===== src/fsc_pkg.sv =====
// Constants and types shared by the filter setup register bank
// What this block does
// - Eight 24-bit setup registers sit at consecutive indices 0x21 to 0x28, each reset to 0x002030.
// - A channel is converted with the filter settings of the setup that its setup-select names.
// - A three-bit settle field in bits 23:21 delays the start of conversion on a channel.
// - The settle delay is 32 master-clock cycles shifted left by the field value, 32 to 4096 cycles.
// - The settle delay is inserted each time the sequencer moves to a different channel.
// - No settle delay is inserted before the repeated conversions on the same channel.
// - A five-bit repeat field N in bits 20:16 makes the channel convert N plus one times.
// - The repeat field is ignored while duty cycling or any calibration is active.
// - A four-bit filter-mode field in bits 15:12 resets to two, and code 0000 is plain sinc4.
// - Filter-mode code 0001 is sinc4 followed by sinc1 averaging.
// - Codes 0010 to 1000 are sinc3 plain, with a 60 Hz notch, with averaging, and four post filters.
// - An eleven-bit rate select in bits 10:0 resets to 0x30, and zero acts as one.
package fsc_pkg;
    localparam int NUM_SETUPS = 8;
    // Register indices; the byte address is four times the index
    localparam logic [7:0] IDX_SETUP_FIRST = 8'h21;
    localparam logic [7:0] IDX_SETUP_LAST = 8'h28;
    localparam logic [7:0] IDX_STATUS = 8'h20;
    // Setup register layout
    localparam logic [23:0] SETUP_RESET = 24'h002030;
    localparam logic [23:0] SETUP_WMASK = 24'hFFF7FF;
    localparam int SETTLE_LSB = 21;
    localparam int REPEAT_LSB = 16;
    localparam int MODE_LSB = 12;
    localparam int RSVD_BIT = 11;
    localparam int RATE_LSB = 0;
    // Status register layout
    localparam int ST_STATE_LSB = 0;
    localparam int ST_SETTLE_BIT = 2;
    localparam int ST_SETUP_LSB = 3;
    localparam int ST_CHAN_LSB = 6;
    localparam int ST_REPS_LSB = 10;
    // Settling base count in master-clock cycles
    localparam logic [12:0] SETTLE_BASE_CYC = 13'h0020;
    // Rate select substitute for a zero code
    localparam logic [10:0] RATE_MIN = 11'h001;
    // Filter-mode codes
    localparam logic [3:0] MODE_SINC4 = 4'h0;
    localparam logic [3:0] MODE_SINC4_AVG = 4'h1;
    localparam logic [3:0] MODE_SINC3 = 4'h2;
    localparam logic [3:0] MODE_SINC3_N60 = 4'h3;
    localparam logic [3:0] MODE_SINC3_AVG = 4'h4;
    localparam logic [3:0] MODE_SINC3_PF1 = 4'h5;
    localparam logic [3:0] MODE_SINC3_PF4 = 4'h8;
    // Sequencer states
    typedef enum logic [1:0] {ST_IDLE, ST_SETTLE, ST_CONV} fsc_state_t;
endpackage


===== src/fsc_filter_setup_config.sv =====
// Filter setup register bank with settling and repeat sequencing
`timescale 1ns/1ps
`default_nettype none
module fsc_filter_setup_config
    import fsc_pkg::*;
(
    // Clock and reset
    input wire logic clock,
    input wire logic rst,
    // Avalon-MM slave
    input wire logic [9:0] avs_address,
    input wire logic avs_read,
    input wire logic avs_write,
    input wire logic [31:0] avs_writedata,
    input wire logic [3:0] avs_byteenable,
    output logic [31:0] avs_readdata,
    output logic avs_waitrequest,
    // Channel sequencer
    input wire logic seq_start,
    input wire logic [3:0] seq_chan,
    input wire logic [2:0] seq_setup,
    output logic seq_ready,
    output logic chan_done,
    // Operating modes
    input wire logic duty_cycle_en,
    input wire logic calib_en,
    // Filter control
    input wire logic conv_done,
    input wire logic mod_valid,
    output logic conv_start,
    output logic sample_accept,
    output logic settling,
    output logic [2:0] active_setup,
    output logic [3:0] active_filter_mode,
    output logic active_mode_valid,
    output logic sixty_hz_notch,
    output logic avg_enable,
    output logic sinc3_sel,
    output logic [2:0] post_filter,
    output logic [10:0] rate_select
);
    typedef struct packed {
        logic [NUM_SETUPS-1:0][23:0] setup;
        logic wait_n;
        logic [31:0] rdata;
        fsc_state_t state;
        logic [3:0] last_chan;
        logic have_chan;
        logic [2:0] setup_idx;
        logic [4:0] reps;
        logic conv_start;
        logic chan_done;
        logic settling;
        logic sample_accept;
        logic ready;
        logic [3:0] mode;
        logic mode_valid;
        logic notch;
        logic avg;
        logic sinc3;
        logic [2:0] post;
        logic [10:0] rate;
    } fsc_regs_t;

    fsc_regs_t s_r;
    fsc_regs_t s_nxt;

    logic timer_load;
    logic timer_busy;
    logic timer_done;
    logic [23:0] cfg;

    // Settling counter
    fsc_settle_timer u_settle (
        .clock(clock),
        .rst(rst),
        .load(timer_load),
        .code(cfg[SETTLE_LSB +: 3]),
        .busy(timer_busy),
        .done(timer_done)
    );

    // Bus decode helpers
    logic [7:0] word_idx;
    logic setup_hit;
    logic [2:0] setup_sel;
    logic bus_req;
    logic no_repeat;

    assign word_idx = avs_address[9:2];
    assign setup_hit = (word_idx >= IDX_SETUP_FIRST) && (word_idx <= IDX_SETUP_LAST);
    assign setup_sel = 3'(word_idx - IDX_SETUP_FIRST);
    assign bus_req = avs_read || avs_write;
    assign no_repeat = duty_cycle_en || calib_en;
    assign cfg = s_r.setup[seq_setup];

    // Next-state logic for bus slave and sequencer
    always_comb begin
        s_nxt = s_r;
        timer_load = 1'b0;
        s_nxt.conv_start = 1'b0;
        s_nxt.chan_done = 1'b0;
        // One wait cycle, then the answer for one cycle
        s_nxt.wait_n = !(bus_req && s_r.wait_n);
        if (avs_read && s_r.wait_n) begin
            s_nxt.rdata = 32'h00000000;
            if (setup_hit) begin
                s_nxt.rdata[23:0] = s_r.setup[setup_sel] & SETUP_WMASK;
            end else if (word_idx == IDX_STATUS) begin
                s_nxt.rdata[ST_STATE_LSB +: 2] = s_r.state;
                s_nxt.rdata[ST_SETTLE_BIT] = s_r.settling;
                s_nxt.rdata[ST_SETUP_LSB +: 3] = s_r.setup_idx;
                s_nxt.rdata[ST_CHAN_LSB +: 4] = s_r.last_chan;
                s_nxt.rdata[ST_REPS_LSB +: 5] = s_r.reps;
            end
        end
        // Write takes effect at the edge where waitrequest is low
        if (avs_write && !s_r.wait_n && setup_hit) begin
            for (int b = 0; b < 3; b++) begin
                if (avs_byteenable[b]) begin
                    s_nxt.setup[setup_sel][8*b +: 8] = avs_writedata[8*b +: 8];
                end
            end
            s_nxt.setup[setup_sel] = s_nxt.setup[setup_sel] & SETUP_WMASK;
        end
        // Sequencer
        unique case (s_r.state)
            ST_IDLE: begin
                if (seq_start) begin
                    s_nxt.setup_idx = seq_setup;
                    s_nxt.mode = cfg[MODE_LSB +: 4];
                    s_nxt.mode_valid = (cfg[MODE_LSB +: 4] <= MODE_SINC3_PF4);
                    s_nxt.notch = (cfg[MODE_LSB +: 4] == MODE_SINC3_N60);
                    s_nxt.avg = (cfg[MODE_LSB +: 4] == MODE_SINC4_AVG) || (cfg[MODE_LSB +: 4] == MODE_SINC3_AVG);
                    s_nxt.sinc3 = (cfg[MODE_LSB +: 4] >= MODE_SINC3) && (cfg[MODE_LSB +: 4] <= MODE_SINC3_PF4);
                    s_nxt.post = 3'h0;
                    if ((cfg[MODE_LSB +: 4] >= MODE_SINC3_PF1) && (cfg[MODE_LSB +: 4] <= MODE_SINC3_PF4)) begin
                        s_nxt.post = 3'(cfg[MODE_LSB +: 4] - MODE_SINC3_PF1) + 3'h1;
                    end
                    // Zero rate select behaves as one
                    s_nxt.rate = (cfg[RATE_LSB +: 11] == 11'h000) ? RATE_MIN : cfg[RATE_LSB +: 11];
                    s_nxt.reps = no_repeat ? 5'h00 : cfg[REPEAT_LSB +: 5];
                    s_nxt.last_chan = seq_chan;
                    s_nxt.have_chan = 1'b1;
                    s_nxt.ready = 1'b0;
                    if (!s_r.have_chan || seq_chan != s_r.last_chan) begin
                        timer_load = 1'b1;
                        s_nxt.settling = 1'b1;
                        s_nxt.state = ST_SETTLE;
                    end else begin
                        s_nxt.conv_start = 1'b1;
                        s_nxt.state = ST_CONV;
                    end
                end
            end
            ST_SETTLE: begin
                if (timer_done) begin
                    s_nxt.settling = 1'b0;
                    s_nxt.conv_start = 1'b1;
                    s_nxt.state = ST_CONV;
                end
            end
            ST_CONV: begin
                if (conv_done) begin
                    if (s_r.reps != 5'h00 && !no_repeat) begin
                        s_nxt.reps = s_r.reps - 5'h01;
                        s_nxt.conv_start = 1'b1;
                    end else begin
                        s_nxt.reps = 5'h00;
                        s_nxt.chan_done = 1'b1;
                        s_nxt.ready = 1'b1;
                        s_nxt.state = ST_IDLE;
                    end
                end
            end
            default: begin
                s_nxt.state = ST_IDLE;
            end
        endcase
        // Modulator samples only while converting
        s_nxt.sample_accept = (s_r.state == ST_CONV) && mod_valid;
    end

    // State register with defined reset values
    always_ff @(posedge clock) begin
        if (rst) begin
            s_r <= '0;
            s_r.setup <= {NUM_SETUPS{SETUP_RESET}};
            s_r.wait_n <= 1'b1;
            s_r.state <= ST_IDLE;
            s_r.ready <= 1'b1;
            s_r.mode <= SETUP_RESET[MODE_LSB +: 4];
            s_r.mode_valid <= 1'b1;
            s_r.sinc3 <= 1'b1;
            s_r.rate <= SETUP_RESET[RATE_LSB +: 11];
        end else begin
            s_r <= s_nxt;
        end
    end

    // Outputs straight from the state register
    assign avs_readdata = s_r.rdata;
    assign avs_waitrequest = s_r.wait_n;
    assign seq_ready = s_r.ready;
    assign chan_done = s_r.chan_done;
    assign conv_start = s_r.conv_start;
    assign sample_accept = s_r.sample_accept;
    assign settling = s_r.settling;
    assign active_setup = s_r.setup_idx;
    assign active_filter_mode = s_r.mode;
    assign active_mode_valid = s_r.mode_valid;
    assign sixty_hz_notch = s_r.notch;
    assign avg_enable = s_r.avg;
    assign sinc3_sel = s_r.sinc3;
    assign post_filter = s_r.post;
    assign rate_select = s_r.rate;

    // Bus handshake checks
    a_wait_drops: assert property (@(posedge clock) disable iff (rst)
        (bus_req && avs_waitrequest) |=> !avs_waitrequest) else $error("waitrequest did not drop");
    a_wait_rises: assert property (@(posedge clock) disable iff (rst)
        !avs_waitrequest |=> avs_waitrequest) else $error("waitrequest low for more than one cycle");
    a_read_rsvd_zero: assert property (@(posedge clock) disable iff (rst)
        (avs_read && avs_waitrequest && setup_hit) |=> avs_readdata[31:24] == 8'h00 && !avs_readdata[RSVD_BIT])
        else $error("reserved read bits not zero");

    // Register content checks
    a_reset_value: assert property (@(posedge clock)
        rst |=> s_r.setup[0] == SETUP_RESET && s_r.setup[7] == SETUP_RESET)
        else $error("setup reset value wrong");
    a_rsvd_zero: assert property (@(posedge clock) disable iff (rst)
        avs_write && !avs_waitrequest && setup_hit |=> s_r.setup[$past(setup_sel)][RSVD_BIT] == 1'b0)
        else $error("reserved bit stored");

    // Sequencer checks
    a_switch_settles: assert property (@(posedge clock) disable iff (rst)
        (s_r.state == ST_IDLE && seq_start && s_r.have_chan && seq_chan != s_r.last_chan)
        |=> settling && !conv_start) else $error("no settling after channel change");
    a_first_settles: assert property (@(posedge clock) disable iff (rst)
        (s_r.state == ST_IDLE && seq_start && !s_r.have_chan) |=> settling && !conv_start)
        else $error("no settling on first channel");
    a_repeat_direct: assert property (@(posedge clock) disable iff (rst)
        (s_r.state == ST_CONV && conv_done && s_r.reps != 5'h00 && !no_repeat) |=> conv_start && !settling)
        else $error("repeat conversion delayed");
    a_no_repeat: assert property (@(posedge clock) disable iff (rst)
        (s_r.state == ST_IDLE && seq_start && no_repeat) |=> s_r.reps == 5'h00)
        else $error("repeat used in duty or calibration mode");
    a_settle_gate: assert property (@(posedge clock) disable iff (rst)
        settling |-> !sample_accept && !conv_start) else $error("sample taken while settling");
    a_settle_busy: assert property (@(posedge clock) disable iff (rst)
        (settling && !timer_done) |-> timer_busy) else $error("settling without a running counter");
    a_done_idle: assert property (@(posedge clock) disable iff (rst)
        chan_done |-> seq_ready && !conv_start) else $error("channel done while still converting");
    a_rate_nonzero: assert property (@(posedge clock) disable iff (rst)
        rate_select != 11'h000) else $error("rate select zero");
    a_notch_mode: assert property (@(posedge clock) disable iff (rst)
        sixty_hz_notch |-> active_filter_mode == MODE_SINC3_N60 && sinc3_sel)
        else $error("notch with wrong mode");
    a_mode_follows: assert property (@(posedge clock) disable iff (rst)
        (s_r.state == ST_IDLE && seq_start) |=> active_filter_mode == $past(cfg[MODE_LSB +: 4]))
        else $error("filter mode not from selected setup");
endmodule
`default_nettype wire


===== src/fsc_settle_timer.sv =====
// Front-end settling down-counter
`timescale 1ns/1ps
`default_nettype none
module fsc_settle_timer
    import fsc_pkg::*;
(
    // Clock and reset
    input wire logic clock,
    input wire logic rst,
    // Control
    input wire logic load,
    input wire logic [2:0] code,
    // Status
    output logic busy,
    output logic done
);
    typedef struct packed {
        logic [12:0] cnt;
        logic done;
    } fsc_tmr_t;

    fsc_tmr_t s_r;
    fsc_tmr_t s_nxt;

    // Load 32 << code, then count master-clock cycles down to zero
    always_comb begin
        s_nxt = s_r;
        s_nxt.done = 1'b0;
        if (load) begin
            s_nxt.cnt = SETTLE_BASE_CYC << code;
        end else if (s_r.cnt != 13'h0000) begin
            s_nxt.cnt = s_r.cnt - 13'h0001;
            s_nxt.done = (s_r.cnt == 13'h0001);
        end
    end

    // State register
    always_ff @(posedge clock) begin
        if (rst) begin
            s_r <= '0;
        end else begin
            s_r <= s_nxt;
        end
    end

    assign busy = (s_r.cnt != 13'h0000);
    assign done = s_r.done;

    a_load_value: assert property (@(posedge clock) disable iff (rst)
        load |=> s_r.cnt == (SETTLE_BASE_CYC << $past(code))) else $error("settle count loaded wrong");
    a_done_at_end: assert property (@(posedge clock) disable iff (rst)
        done |-> $past(s_r.cnt) == 13'h0001 && !$past(load)) else $error("settle done out of place");
endmodule
`default_nettype wire


===== config.mk =====
export PLATFORM = sky130hd
export DESIGN_NAME = fsc_filter_setup_config
export DESIGN_NICKNAME = d
export VERILOG_FILES = /design/src/fsc_pkg.sv /design/src/fsc_filter_setup_config.sv /design/src/fsc_settle_timer.sv
export SDC_FILE = /design/constraint.sdc
export NUM_CORES = 1
export LEC_CHECK = 0
export ABC_AREA = 1
export BUFFER_PORTS_ARGS = -buffer_cell sky130_fd_sc_hd__buf_4
export CAP_MARGIN = 25
export CORE_MARGIN = 3
export CORE_UTILIZATION = 57
export CTS_BUF_LIST = sky130_fd_sc_hd__clkbuf_4 sky130_fd_sc_hd__clkbuf_8
export DETAILED_ROUTE_END_ITERATION = 12
export GPL_TIMING_DRIVEN = 1
export PLACE_DENSITY_LB_ADDON = 0.12
export RECOVER_POWER = 25
export SLEW_MARGIN = 20
export SYNTH_ARGS = -nofsm -noshare
export SYNTH_HDL_FRONTEND = slang
export SYNTH_SLANG_ARGS = --single-unit

===== constraint.sdc =====
create_clock -name clock -period 2.45 [get_ports clock]
set_input_delay 0.245 -clock clock [delete_from_list [all_inputs] [get_ports clock]]
set_output_delay 0.245 -clock clock [all_outputs]
set_load 0.03 [all_outputs]

==> flow_results.xml, run 1 <==
<?xml version="1.0" encoding="UTF-8"?>
<metrics>
  <group name="status">
    <metric name="run_status" unit="">complete, no violations</metric>
  </group>
  <group name="power">
    <metric name="power.density" unit="mW/mm²">585</metric>
    <metric name="vdd.ir_drop.worst" unit="mV">0.400</metric>
    <metric name="p_leak" unit="nW">8.43</metric>
  </group>
  <group name="place">
    <metric name="numPlacedInstances" unit="">3501</metric>
    <metric name="dp.final_hpwl" unit="mm">37.5</metric>
    <metric name="buffer_ports.inserted" unit="">104</metric>
    <metric name="gpl.final_weighted_congestion" unit="">0.904</metric>
  </group>
  <group name="drt">
    <metric name="postRouteAntennaNets" unit="">0</metric>
    <metric name="wl" unit="mm">60.3</metric>
    <metric name="routedWlPerCell" unit="µm">16.8</metric>
    <metric name="detailedRoute.firstIterationViolations" unit="">2593</metric>
    <metric name="dr_total_vias" unit="">20589</metric>
    <metric name="drt_pre_antenna_iters" unit="">6</metric>
    <metric name="drcViolationCount" unit="">0</metric>
    <metric name="avgViaCountPerCell" unit="">5.73</metric>
  </group>
  <group name="floorplanning">
    <metric name="die_area" unit="mm²">0.0338</metric>
    <metric name="floorplan.rows" unit="">64</metric>
    <metric name="floorplan.die.width" unit="µm">184</metric>
    <metric name="core" unit="mm²">0.0308</metric>
    <metric name="chipHeight" unit="µm">184</metric>
    <metric name="ios" unit="">125</metric>
    <metric name="start_util" unit="%">58.4</metric>
  </group>
  <group name="global_route">
    <metric name="grtUsageTotal" unit="%">34.7</metric>
    <metric name="grt_first_pass_wirelength" unit="mm">96.2</metric>
    <metric name="grt_overflow_total" unit="">0</metric>
    <metric name="grt_pass1_vias" unit="">18751</metric>
    <metric name="grt_start_max_net_pins" unit="">148</metric>
    <metric name="antenna_found_initial" unit="">1</metric>
  </group>
  <group name="timing">
    <metric name="final.hold.worst_slack" unit="ns">0.0672</metric>
    <metric name="fin_crit_sh" unit="%">81.9</metric>
    <metric name="timing.fmax" unit="MHz">498</metric>
    <metric name="setup_viol" unit="">0</metric>
    <metric name="setup_tns" unit="ns">0</metric>
    <metric name="hold_viol" unit="">0</metric>
    <metric name="unrepaired_setup_endpoints_after_global_routing" unit="">no</metric>
    <metric name="final_max_slew_viol_count" unit="">0</metric>
    <metric name="max_slew_margin" unit="%">30.8</metric>
    <metric name="finalClockSkew" unit="ns">0.0238</metric>
    <metric name="worst_slew_pin_slew" unit="ns">1.04</metric>
    <metric name="layout_min_cycle_time" unit="ns">2.01</metric>
  </group>
  <group name="finish">
    <metric name="final_common_cell" unit="">sky130_fd_sc_hd__nand2_1</metric>
    <metric name="finish.cell_count_without_fillers" unit="">3595</metric>
    <metric name="multiInputGateArea" unit="mm²">0.0107</metric>
    <metric name="area.growth.synth_to_final" unit="%">8.94</metric>
    <metric name="mostFrequentLayoutCells" unit="">sky130_fd_sc_hd__nand2_1 (1,478), sky130_fd_sc_hd__o21ai_0 (334), sky130_fd_sc_hd__dfxtp_1 (265), sky130_fd_sc_hd__a21oi_1 (263), sky130_fd_sc_hd__inv_1 (176)</metric>
    <metric name="finalNetCount" unit="">3230</metric>
    <metric name="share_of_final_layout_standard_cells_stronger_than_drive_strength_1" unit="%">7.19</metric>
    <metric name="sequential_cell_area" unit="mm²">0.00531</metric>
    <metric name="fillers" unit="">2953</metric>
  </group>
  <group name="yosys">
    <metric name="async_reset_ff_share" unit="%">0</metric>
    <metric name="syn_area_per_cell" unit="µm²">5.64</metric>
    <metric name="warnings_from_yosys" unit="">0</metric>
    <metric name="yosys_cell_types" unit="">33</metric>
    <metric name="synthCells" unit="">3190</metric>
    <metric name="sequential_element_share_of_the_synthesized_area" unit="%">29.5</metric>
    <metric name="synth.cell_area" unit="mm²">0.0180</metric>
    <metric name="synthFlopType" unit="">sky130_fd_sc_hd__dfxtp_1</metric>
    <metric name="count_of_flip_flops_with_a_built_in_enable_after_synthesis" unit="">0</metric>
    <metric name="synth.ff_latch_count" unit="">265</metric>
  </group>
  <group name="clocking">
    <metric name="post_cts.repair.setup_buffers" unit="">0</metric>
    <metric name="cts_root_buffer" unit="">sky130_fd_sc_hd__clkbuf_8</metric>
    <metric name="post_cts_resize_count" unit="">0</metric>
    <metric name="cts.path.max_buffers" unit="">3</metric>
    <metric name="clkSlewWorstSetupHoldPaths" unit="ns">0.06</metric>
    <metric name="clkSinkCount" unit="">265</metric>
    <metric name="h-tree-depth" unit="">2</metric>
    <metric name="clk_latency" unit="ns">0.60</metric>
    <metric name="cts_inserted_buffers" unit="">48</metric>
    <metric name="ctsHoldBuffers" unit="">7</metric>
    <metric name="tritoncts_clock_tree" unit="">done</metric>
  </group>
  <group name="setup_path">
    <metric name="crit_path_end_kind" unit="">register</metric>
    <metric name="worst-endpoint-arrival" unit="ns">2.46</metric>
    <metric name="crit_family" unit="">simple AND/OR/NAND/NOR gates</metric>
    <metric name="worst_path_largest_cell_delay" unit="ns">0.42</metric>
    <metric name="start_kind" unit="">register</metric>
    <metric name="path_max_fanout" unit="">14</metric>
    <metric name="crit_type" unit="">register to register</metric>
    <metric name="cell_with_the_most_instances_on_the_worst_path" unit="">sky130_fd_sc_hd__nand2_1</metric>
    <metric name="critical_path.cell_chain" unit="">nor2_1, nand2_1, clkinv_1, buf_4, nand2_1, nand2_1, nor4_1</metric>
    <metric name="crit_required" unit="ns">2.91</metric>
    <metric name="crit_slowest_cell" unit="">sky130_fd_sc_hd__nand2_1</metric>
    <metric name="timing.critical_path.buf_inv" unit="">2</metric>
  </group>
  <group name="hold_path">
    <metric name="worstHoldPathType" unit="">input pin to register</metric>
  </group>
  <group name="job">
    <metric name="max_cap_viol_count" unit="">0</metric>
  </group>
</metrics>
logic make-up after synthesis:
family	after synthesis	synth area share [%]
adders and majority gates	6	0.417
other	1	0.0208
AOI/OAI and AO/OA	676	19.3
and+or+nand+nor	1772	38.7
buffers and inverters	456	11.4
DFF	265	29.5
xor gates and xnor gates	14	0.681
layer usage:
layer / part of all wire (%) / GRT usage (%)
met1: 41 / 46.1
met2: 43 / 54.3
met3: 11 / 7.12
met4: 4.8 / 16.5
met5: 0 / 0
area by class of cell:
type	count	area share (%)
antenna	2	0.0255
clock buffer	81	4.95
clock inverter	4	0.255
inverter	186	3.57
multi-input combinational	2476	54.4
sequential	265	27.0
tap	396	2.53
timing repair buffer	185	7.18
flip-flops by register name (all words and copies together), names as in the netlist:
name                count
u_settle.s_r           13
sinc3_sel               1
u_settle.done           1
avs_readdata           24
s_r                   196
conv_start              1
seq_ready               1
active_setup            3
avg_enable              1
avs_waitrequest         1
sixty_hz_notch          1
rate_select            11
active_filter_mode      4
active_mode_valid       1
sample_accept           1
settling                1
post_filter             3
chan_done               1
synthesized netlist by cell type (8+ instances only):
| library cell | n | area [µm²] |
|---|---|---|
| sky130_fd_sc_hd__inv_1 | 176 | 661 |
| sky130_fd_sc_hd__clkbuf_1 | 116 | 435 |
| sky130_fd_sc_hd__a21oi_1 | 263 | 1320 |
| sky130_fd_sc_hd__o21ai_1 | 44 | 220 |
| sky130_fd_sc_hd__buf_4 | 71 | 533 |
| sky130_fd_sc_hd__nand3_1 | 163 | 816 |
| sky130_fd_sc_hd__nor2_1 | 100 | 375 |
| sky130_fd_sc_hd__o21ai_0 | 334 | 1670 |
| sky130_fd_sc_hd__dfxtp_1 | 265 | 5310 |
| sky130_fd_sc_hd__o211ai_1 | 25 | 188 |
| sky130_fd_sc_hd__buf_2 | 63 | 315 |
| sky130_fd_sc_hd__xor2_1 | 11 | 96.3 |
| sky130_fd_sc_hd__nand2_2 | 9 | 56.3 |
| sky130_fd_sc_hd__nand2_1 | 1478 | 5550 |
| sky130_fd_sc_hd__inv_2 | 8 | 30.0 |
| sky130_fd_sc_hd__buf_1 | 20 | 75.1 |
report_power, final:
part | internal (W) | switching (W)
clock network | 0.00258 | 0.00192
registers | 0.00446 | 0.000104
logic | 0.000734 | 0.00168
stage by stage:
stage          total power [W]  area (µm²)  setup slack (ns)  utilization [%]
2_1_floorplan          0.00636       18000            0.0666                -
3_3_place_gp           0.00699       18700             0.145             60.8
3_5_place_dp           0.00703       18700            0.0942             60.8
4_1_cts                 0.0115       19800             0.510             64.3
5_1_grt                 0.0120       19600             0.315             63.6
6_report                0.0115       19600             0.444             63.6
final timing paths:
| kind | slack, ns | startpoint | depth (start not counted) | endpoint |
|---|---|---|---|---|
| worst min register to register | 0.46 | seq_ready | 2 | seq_ready |
| worst max register to register | 0.44 | s_r[40] | 7 | u_settle.done |
| worst max-delay path | 0.44 | s_r[40] | 7 | u_settle.done |
| worst min-delay path | 0.07 | rst | 2 | conv_start |
worst register-to-register path: cells and delay by family (launching register included):
| kind | cells | cell delay (ns) |
|---|---|---|
| buf+inv | 2 | 0.26 |
| flops | 1 | 0.38 |
| simple gates | 5 | 1.24 |
Note: power is estimated with default switching activity, not from simulation.
==> run 2, diff against run 1 <==
--- a/config.mk
+++ b/config.mk
@@ -5,11 +5,11 @@
 export SDC_FILE = /design/constraint.sdc
 export NUM_CORES = 1
 export LEC_CHECK = 0
-export ABC_AREA = 1
+export ABC_AREA = 0
 export BUFFER_PORTS_ARGS = -buffer_cell sky130_fd_sc_hd__buf_4
 export CAP_MARGIN = 25
 export CORE_MARGIN = 3
-export CORE_UTILIZATION = 57
+export CORE_UTILIZATION = 63
 export CTS_BUF_LIST = sky130_fd_sc_hd__clkbuf_4 sky130_fd_sc_hd__clkbuf_8
 export DETAILED_ROUTE_END_ITERATION = 12
 export GPL_TIMING_DRIVEN = 1
==> constraint.sdc (replaced) <==
create_clock -name clock -period 2 [get_ports clock]
set_input_delay 0.2 -clock clock [delete_from_list [all_inputs] [get_ports clock]]
set_output_delay 0.2 -clock clock [all_outputs]
set_load 0.03 [all_outputs]
==> run 2 against run 1 <==
Compared with the run above:
- the run now ends with capacitance limit, slew limit left
- via count shrank 27%
- synthesized area shrank 17%
- maximum frequency grew 0.78%
- sequential share of layout area grew 1.9 points
- non-clock buffer count grew 167
- total power grew 18%
- count of clock-buffer cells in the layout shrank 11
- highest routed layer is now met5
==> flow_results.xml, run 2 <==
<?xml version="1.0" encoding="UTF-8"?>
<metrics>
  <group name="setup_path">
    <metric name="rr_worst_depth" unit="">6</metric>
    <metric name="crit-reg2reg-capture" unit="">rate_select[0]</metric>
    <metric name="critical_path.cell_chain" unit="">mux4_2, mux2i_1, buf_4, nand2_1, or3b_2, o31ai_2</metric>
    <metric name="start_kind" unit="">register</metric>
    <metric name="crit_type" unit="">register to register</metric>
    <metric name="regToRegStartpoint" unit="">s_r[133]</metric>
    <metric name="worst-endpoint-arrival" unit="ns">2.45</metric>
    <metric name="crit_required" unit="ns">2.46</metric>
    <metric name="worst_path_largest_cell_delay" unit="ns">0.48</metric>
    <metric name="crit_slowest_cell" unit="">sky130_fd_sc_hd__or3b_2</metric>
    <metric name="crit_path_end_kind" unit="">register</metric>
    <metric name="path_max_fanout" unit="">4</metric>
    <metric name="r2r_setup_slack" unit="ns">0.009</metric>
  </group>
  <group name="drt">
    <metric name="dr_total_vias" unit="">15022</metric>
    <metric name="drcViolationCount" unit="">0</metric>
    <metric name="wl" unit="mm">52.1</metric>
    <metric name="drt_pre_antenna_iters" unit="">6</metric>
    <metric name="routedWlPerCell" unit="µm">23.2</metric>
    <metric name="avgViaCountPerCell" unit="">6.69</metric>
    <metric name="detailedRoute.firstIterationViolations" unit="">2226</metric>
    <metric name="postRouteAntennaNets" unit="">0</metric>
  </group>
  <group name="yosys">
    <metric name="count_of_flip_flops_with_a_built_in_enable_after_synthesis" unit="">0</metric>
    <metric name="synthCells" unit="">1688</metric>
    <metric name="warnings_from_yosys" unit="">0</metric>
    <metric name="share_of_the_synthesized_area_in_compound_gates_ao_oa_aoi_oai" unit="%">16.7</metric>
    <metric name="synth_fa_ha_area_share" unit="%">0.503</metric>
    <metric name="synth.cell_area" unit="mm²">0.0149</metric>
    <metric name="yosysMostFrequentCell" unit="">sky130_fd_sc_hd__dfxtp_1</metric>
    <metric name="synthSimpleGateAreaFrac" unit="%">18.3</metric>
    <metric name="synthDominantCellAreaShare" unit="%">35.6</metric>
    <metric name="synthFlopType" unit="">sky130_fd_sc_hd__dfxtp_1</metric>
    <metric name="syn_area_per_cell" unit="µm²">8.83</metric>
    <metric name="sequential_element_share_of_the_synthesized_area" unit="%">35.6</metric>
    <metric name="synth.top_cells.by_area" unit="">sky130_fd_sc_hd__dfxtp_1 (36%), sky130_fd_sc_hd__mux4_2 (14%), sky130_fd_sc_hd__nand2_1 (6.0%)</metric>
    <metric name="async_reset_ff_share" unit="%">0</metric>
    <metric name="yosys.area.top_type" unit="">sky130_fd_sc_hd__dfxtp_1</metric>
    <metric name="yosys.area_share.xor_xnor" unit="%">0.998</metric>
    <metric name="combinational_family_with_the_most_area_after_synthesis" unit="">multiplexers</metric>
    <metric name="netlist_top_cells_count" unit="">sky130_fd_sc_hd__dfxtp_1 (265), sky130_fd_sc_hd__nand2_1 (240), sky130_fd_sc_hd__nor2_1 (174)</metric>
    <metric name="synth.ff_latch_count" unit="">265</metric>
    <metric name="yosys_cell_types" unit="">68</metric>
    <metric name="muxShareOfSynthArea" unit="%">20.8</metric>
  </group>
  <group name="hold_path">
    <metric name="worst_hold_path.num_cells" unit="">3</metric>
    <metric name="hold_path_startpoint" unit="">avs_writedata[5]</metric>
    <metric name="worstHoldPathType" unit="">input pin to register</metric>
    <metric name="endpoint_of_the_worst_hold_path" unit="">s_r[224]</metric>
  </group>
  <group name="finish">
    <metric name="n_antenna_cell" unit="">0</metric>
    <metric name="regMostFlops" unit="">s_r</metric>
    <metric name="share_of_final_layout_standard_cells_stronger_than_drive_strength_1" unit="%">26.9</metric>
    <metric name="area.growth.synth_to_final" unit="%">22.7</metric>
    <metric name="mostFrequentLayoutCells" unit="">sky130_fd_sc_hd__dfxtp_1 (265), sky130_fd_sc_hd__buf_4 (248), sky130_fd_sc_hd__nand2_1 (238), sky130_fd_sc_hd__nor2_1 (173), sky130_fd_sc_hd__a21oi_1 (169)</metric>
    <metric name="final_common_cell" unit="">sky130_fd_sc_hd__dfxtp_1</metric>
    <metric name="finalNetCount" unit="">1968</metric>
    <metric name="finalCoreUtilization" unit="%">79.8</metric>
    <metric name="largest_register_ff_count" unit="">196</metric>
    <metric name="fillers" unit="">1608</metric>
  </group>
  <group name="floorplanning">
    <metric name="floorplan.die.width" unit="µm">160</metric>
    <metric name="start_util" unit="%">65.1</metric>
    <metric name="core" unit="mm²">0.0229</metric>
    <metric name="chipHeight" unit="µm">160</metric>
    <metric name="die_area" unit="mm²">0.0256</metric>
    <metric name="floorplan.rows" unit="">55</metric>
    <metric name="ios" unit="">125</metric>
  </group>
  <group name="global_route">
    <metric name="antenna_found_initial" unit="">1</metric>
    <metric name="grtUsageTotal" unit="%">39.5</metric>
    <metric name="grt_first_pass_wirelength" unit="mm">80.8</metric>
    <metric name="grt_overflow_total" unit="">0</metric>
    <metric name="grt_pass1_vias" unit="">14441</metric>
    <metric name="grt_start_max_net_pins" unit="">139</metric>
  </group>
  <group name="timing">
    <metric name="unrepaired_setup_endpoints_after_global_routing" unit="">yes</metric>
    <metric name="timing.fmax" unit="MHz">502</metric>
    <metric name="finalClockSkew" unit="ns">0.0263</metric>
    <metric name="max_slew_margin" unit="%">-2.73</metric>
    <metric name="final_max_slew_viol_count" unit="">70</metric>
    <metric name="worst_slew_pin_slew" unit="ns">1.54</metric>
    <metric name="layout_min_cycle_time" unit="ns">1.99</metric>
    <metric name="setup_viol" unit="">0</metric>
    <metric name="fin_crit_sh" unit="%">99.5</metric>
    <metric name="final.hold.worst_slack" unit="ns">0.0449</metric>
    <metric name="hold_viol" unit="">0</metric>
  </group>
  <group name="power">
    <metric name="p_leak" unit="nW">7.10</metric>
    <metric name="vdd.ir_drop.worst" unit="mV">0.648</metric>
    <metric name="power.density" unit="mW/mm²">743</metric>
  </group>
  <group name="clocking">
    <metric name="h-tree-depth" unit="">2</metric>
    <metric name="clkSinkCount" unit="">265</metric>
    <metric name="cts_inserted_buffers" unit="">46</metric>
    <metric name="tritoncts_clock_tree" unit="">done</metric>
    <metric name="clk_latency" unit="ns">0.57</metric>
    <metric name="cts_root_buffer" unit="">sky130_fd_sc_hd__clkbuf_8</metric>
    <metric name="cts.path.max_buffers" unit="">3</metric>
    <metric name="clkSlewWorstSetupHoldPaths" unit="ns">0.06</metric>
  </group>
  <group name="status">
    <metric name="violations" unit="">capacitance limit, slew limit</metric>
    <metric name="run_status" unit="">finished, violations left</metric>
  </group>
  <group name="job">
    <metric name="max_cap_viol_count" unit="">1</metric>
  </group>
  <group name="place">
    <metric name="dp.final_hpwl" unit="mm">36.3</metric>
    <metric name="buffer_ports.inserted" unit="">104</metric>
    <metric name="gpl.final_weighted_congestion" unit="">0.995</metric>
  </group>
</metrics>
## run 2: how the worst max path moves through the flow
| stage | start | endpoint | slack, ns | cells past startpoint |
|---|---|---|---|---|
| detailed placement | avs_address[2] | avs_readdata[10] | -0.37 | 8 |
| global placement | avs_address[2] | avs_readdata[10] | -0.34 | 8 |
| CTS | s_r[154] | rate_select[0] | 0.002 | 5 |
| floorplan | avs_address[9] | s_r[128] | -0.11 | 6 |
| finish | s_r[133] | rate_select[0] | 0.009 | 6 |
| global route | s_r[133] | rate_select[0] | -0.07 | 6 |
## run 2: through the flow
stage               worst slack [ns]  total power (W)  instance area [µm²]  TNS (ns)  cells
finish                       0.00942           0.0136                18300         0   2245
global placement              -0.338          0.00828                17400    -33.55   2149
global route                 -0.0712           0.0141                18300    -0.188   2245
floorplan                     -0.107          0.00742                15100     -1.19   1695
detailed placement            -0.373          0.00835                17400    -41.04   2149
CTS                          0.00158           0.0136                18500         0   2243
## run 2: cell families (layout without fill, tap and decap cells)
logic type / after synthesis / after routing
buf+inv: 206 / 443
compound gates: 398 / 398
fa+ha+maj: 6 / 6
flops: 265 / 265
xor+xnor: 17 / 17
other cells: 1 / 8
simple gates: 602 / 602
mux: 193 / 193
## run 2: layout make-up
class / count / area [µm²] / share of cell area (%)
multi-input cells: 1224 / 8730 / 47.7
flip-flops and latches: 265 / 5310 / 29.0
repair buffers: 352 / 2840 / 15.5
clock buffers: 70 / 870 / 4.75
well taps: 313 / 392 / 2.14
clock inverters: 10 / 105 / 0.574
inverters: 11 / 53.8 / 0.294
## run 2: report_power, final
part | total [W] | switching (W) | internal (W)
logic | 0.00274 | 0.00157 | 0.00118
registers | 0.00556 | 0.000135 | 0.00543
clock network | 0.00529 | 0.00227 | 0.00302
## run 2: critical path: cells and delay by family, from the launching register on
| family | cells | cell delay, ns |
|---|---|---|
| buffers and inverters | 1 | 0.17 |
| and+or+nand+nor | 2 | 0.54 |
| AOI/OAI and AO/OA | 1 | 0.21 |
| DFF | 1 | 0.34 |
| muxes | 2 | 0.62 |
## run 2: metal layers
| metal | track usage (%) | vias to the layer above | share of wire (%) |
|---|---|---|---|
| li1 | - | 6533 | - |
| met1 | 53.2 | 7105 | 39 |
| met2 | 59.8 | 1174 | 44 |
| met3 | 11.0 | 208 | 13 |
| met4 | 17.4 | 2 | 4.4 |
| met5 | 0 | - | 0.029 |
## run 2: timing repair
action	CTS	global route
pin swaps	0	1
setup endpoints to repair	1	10
hold endpoints to repair	17	0
hold buffers	14	0
gates resized for setup	3	5
setup buffers	0	2
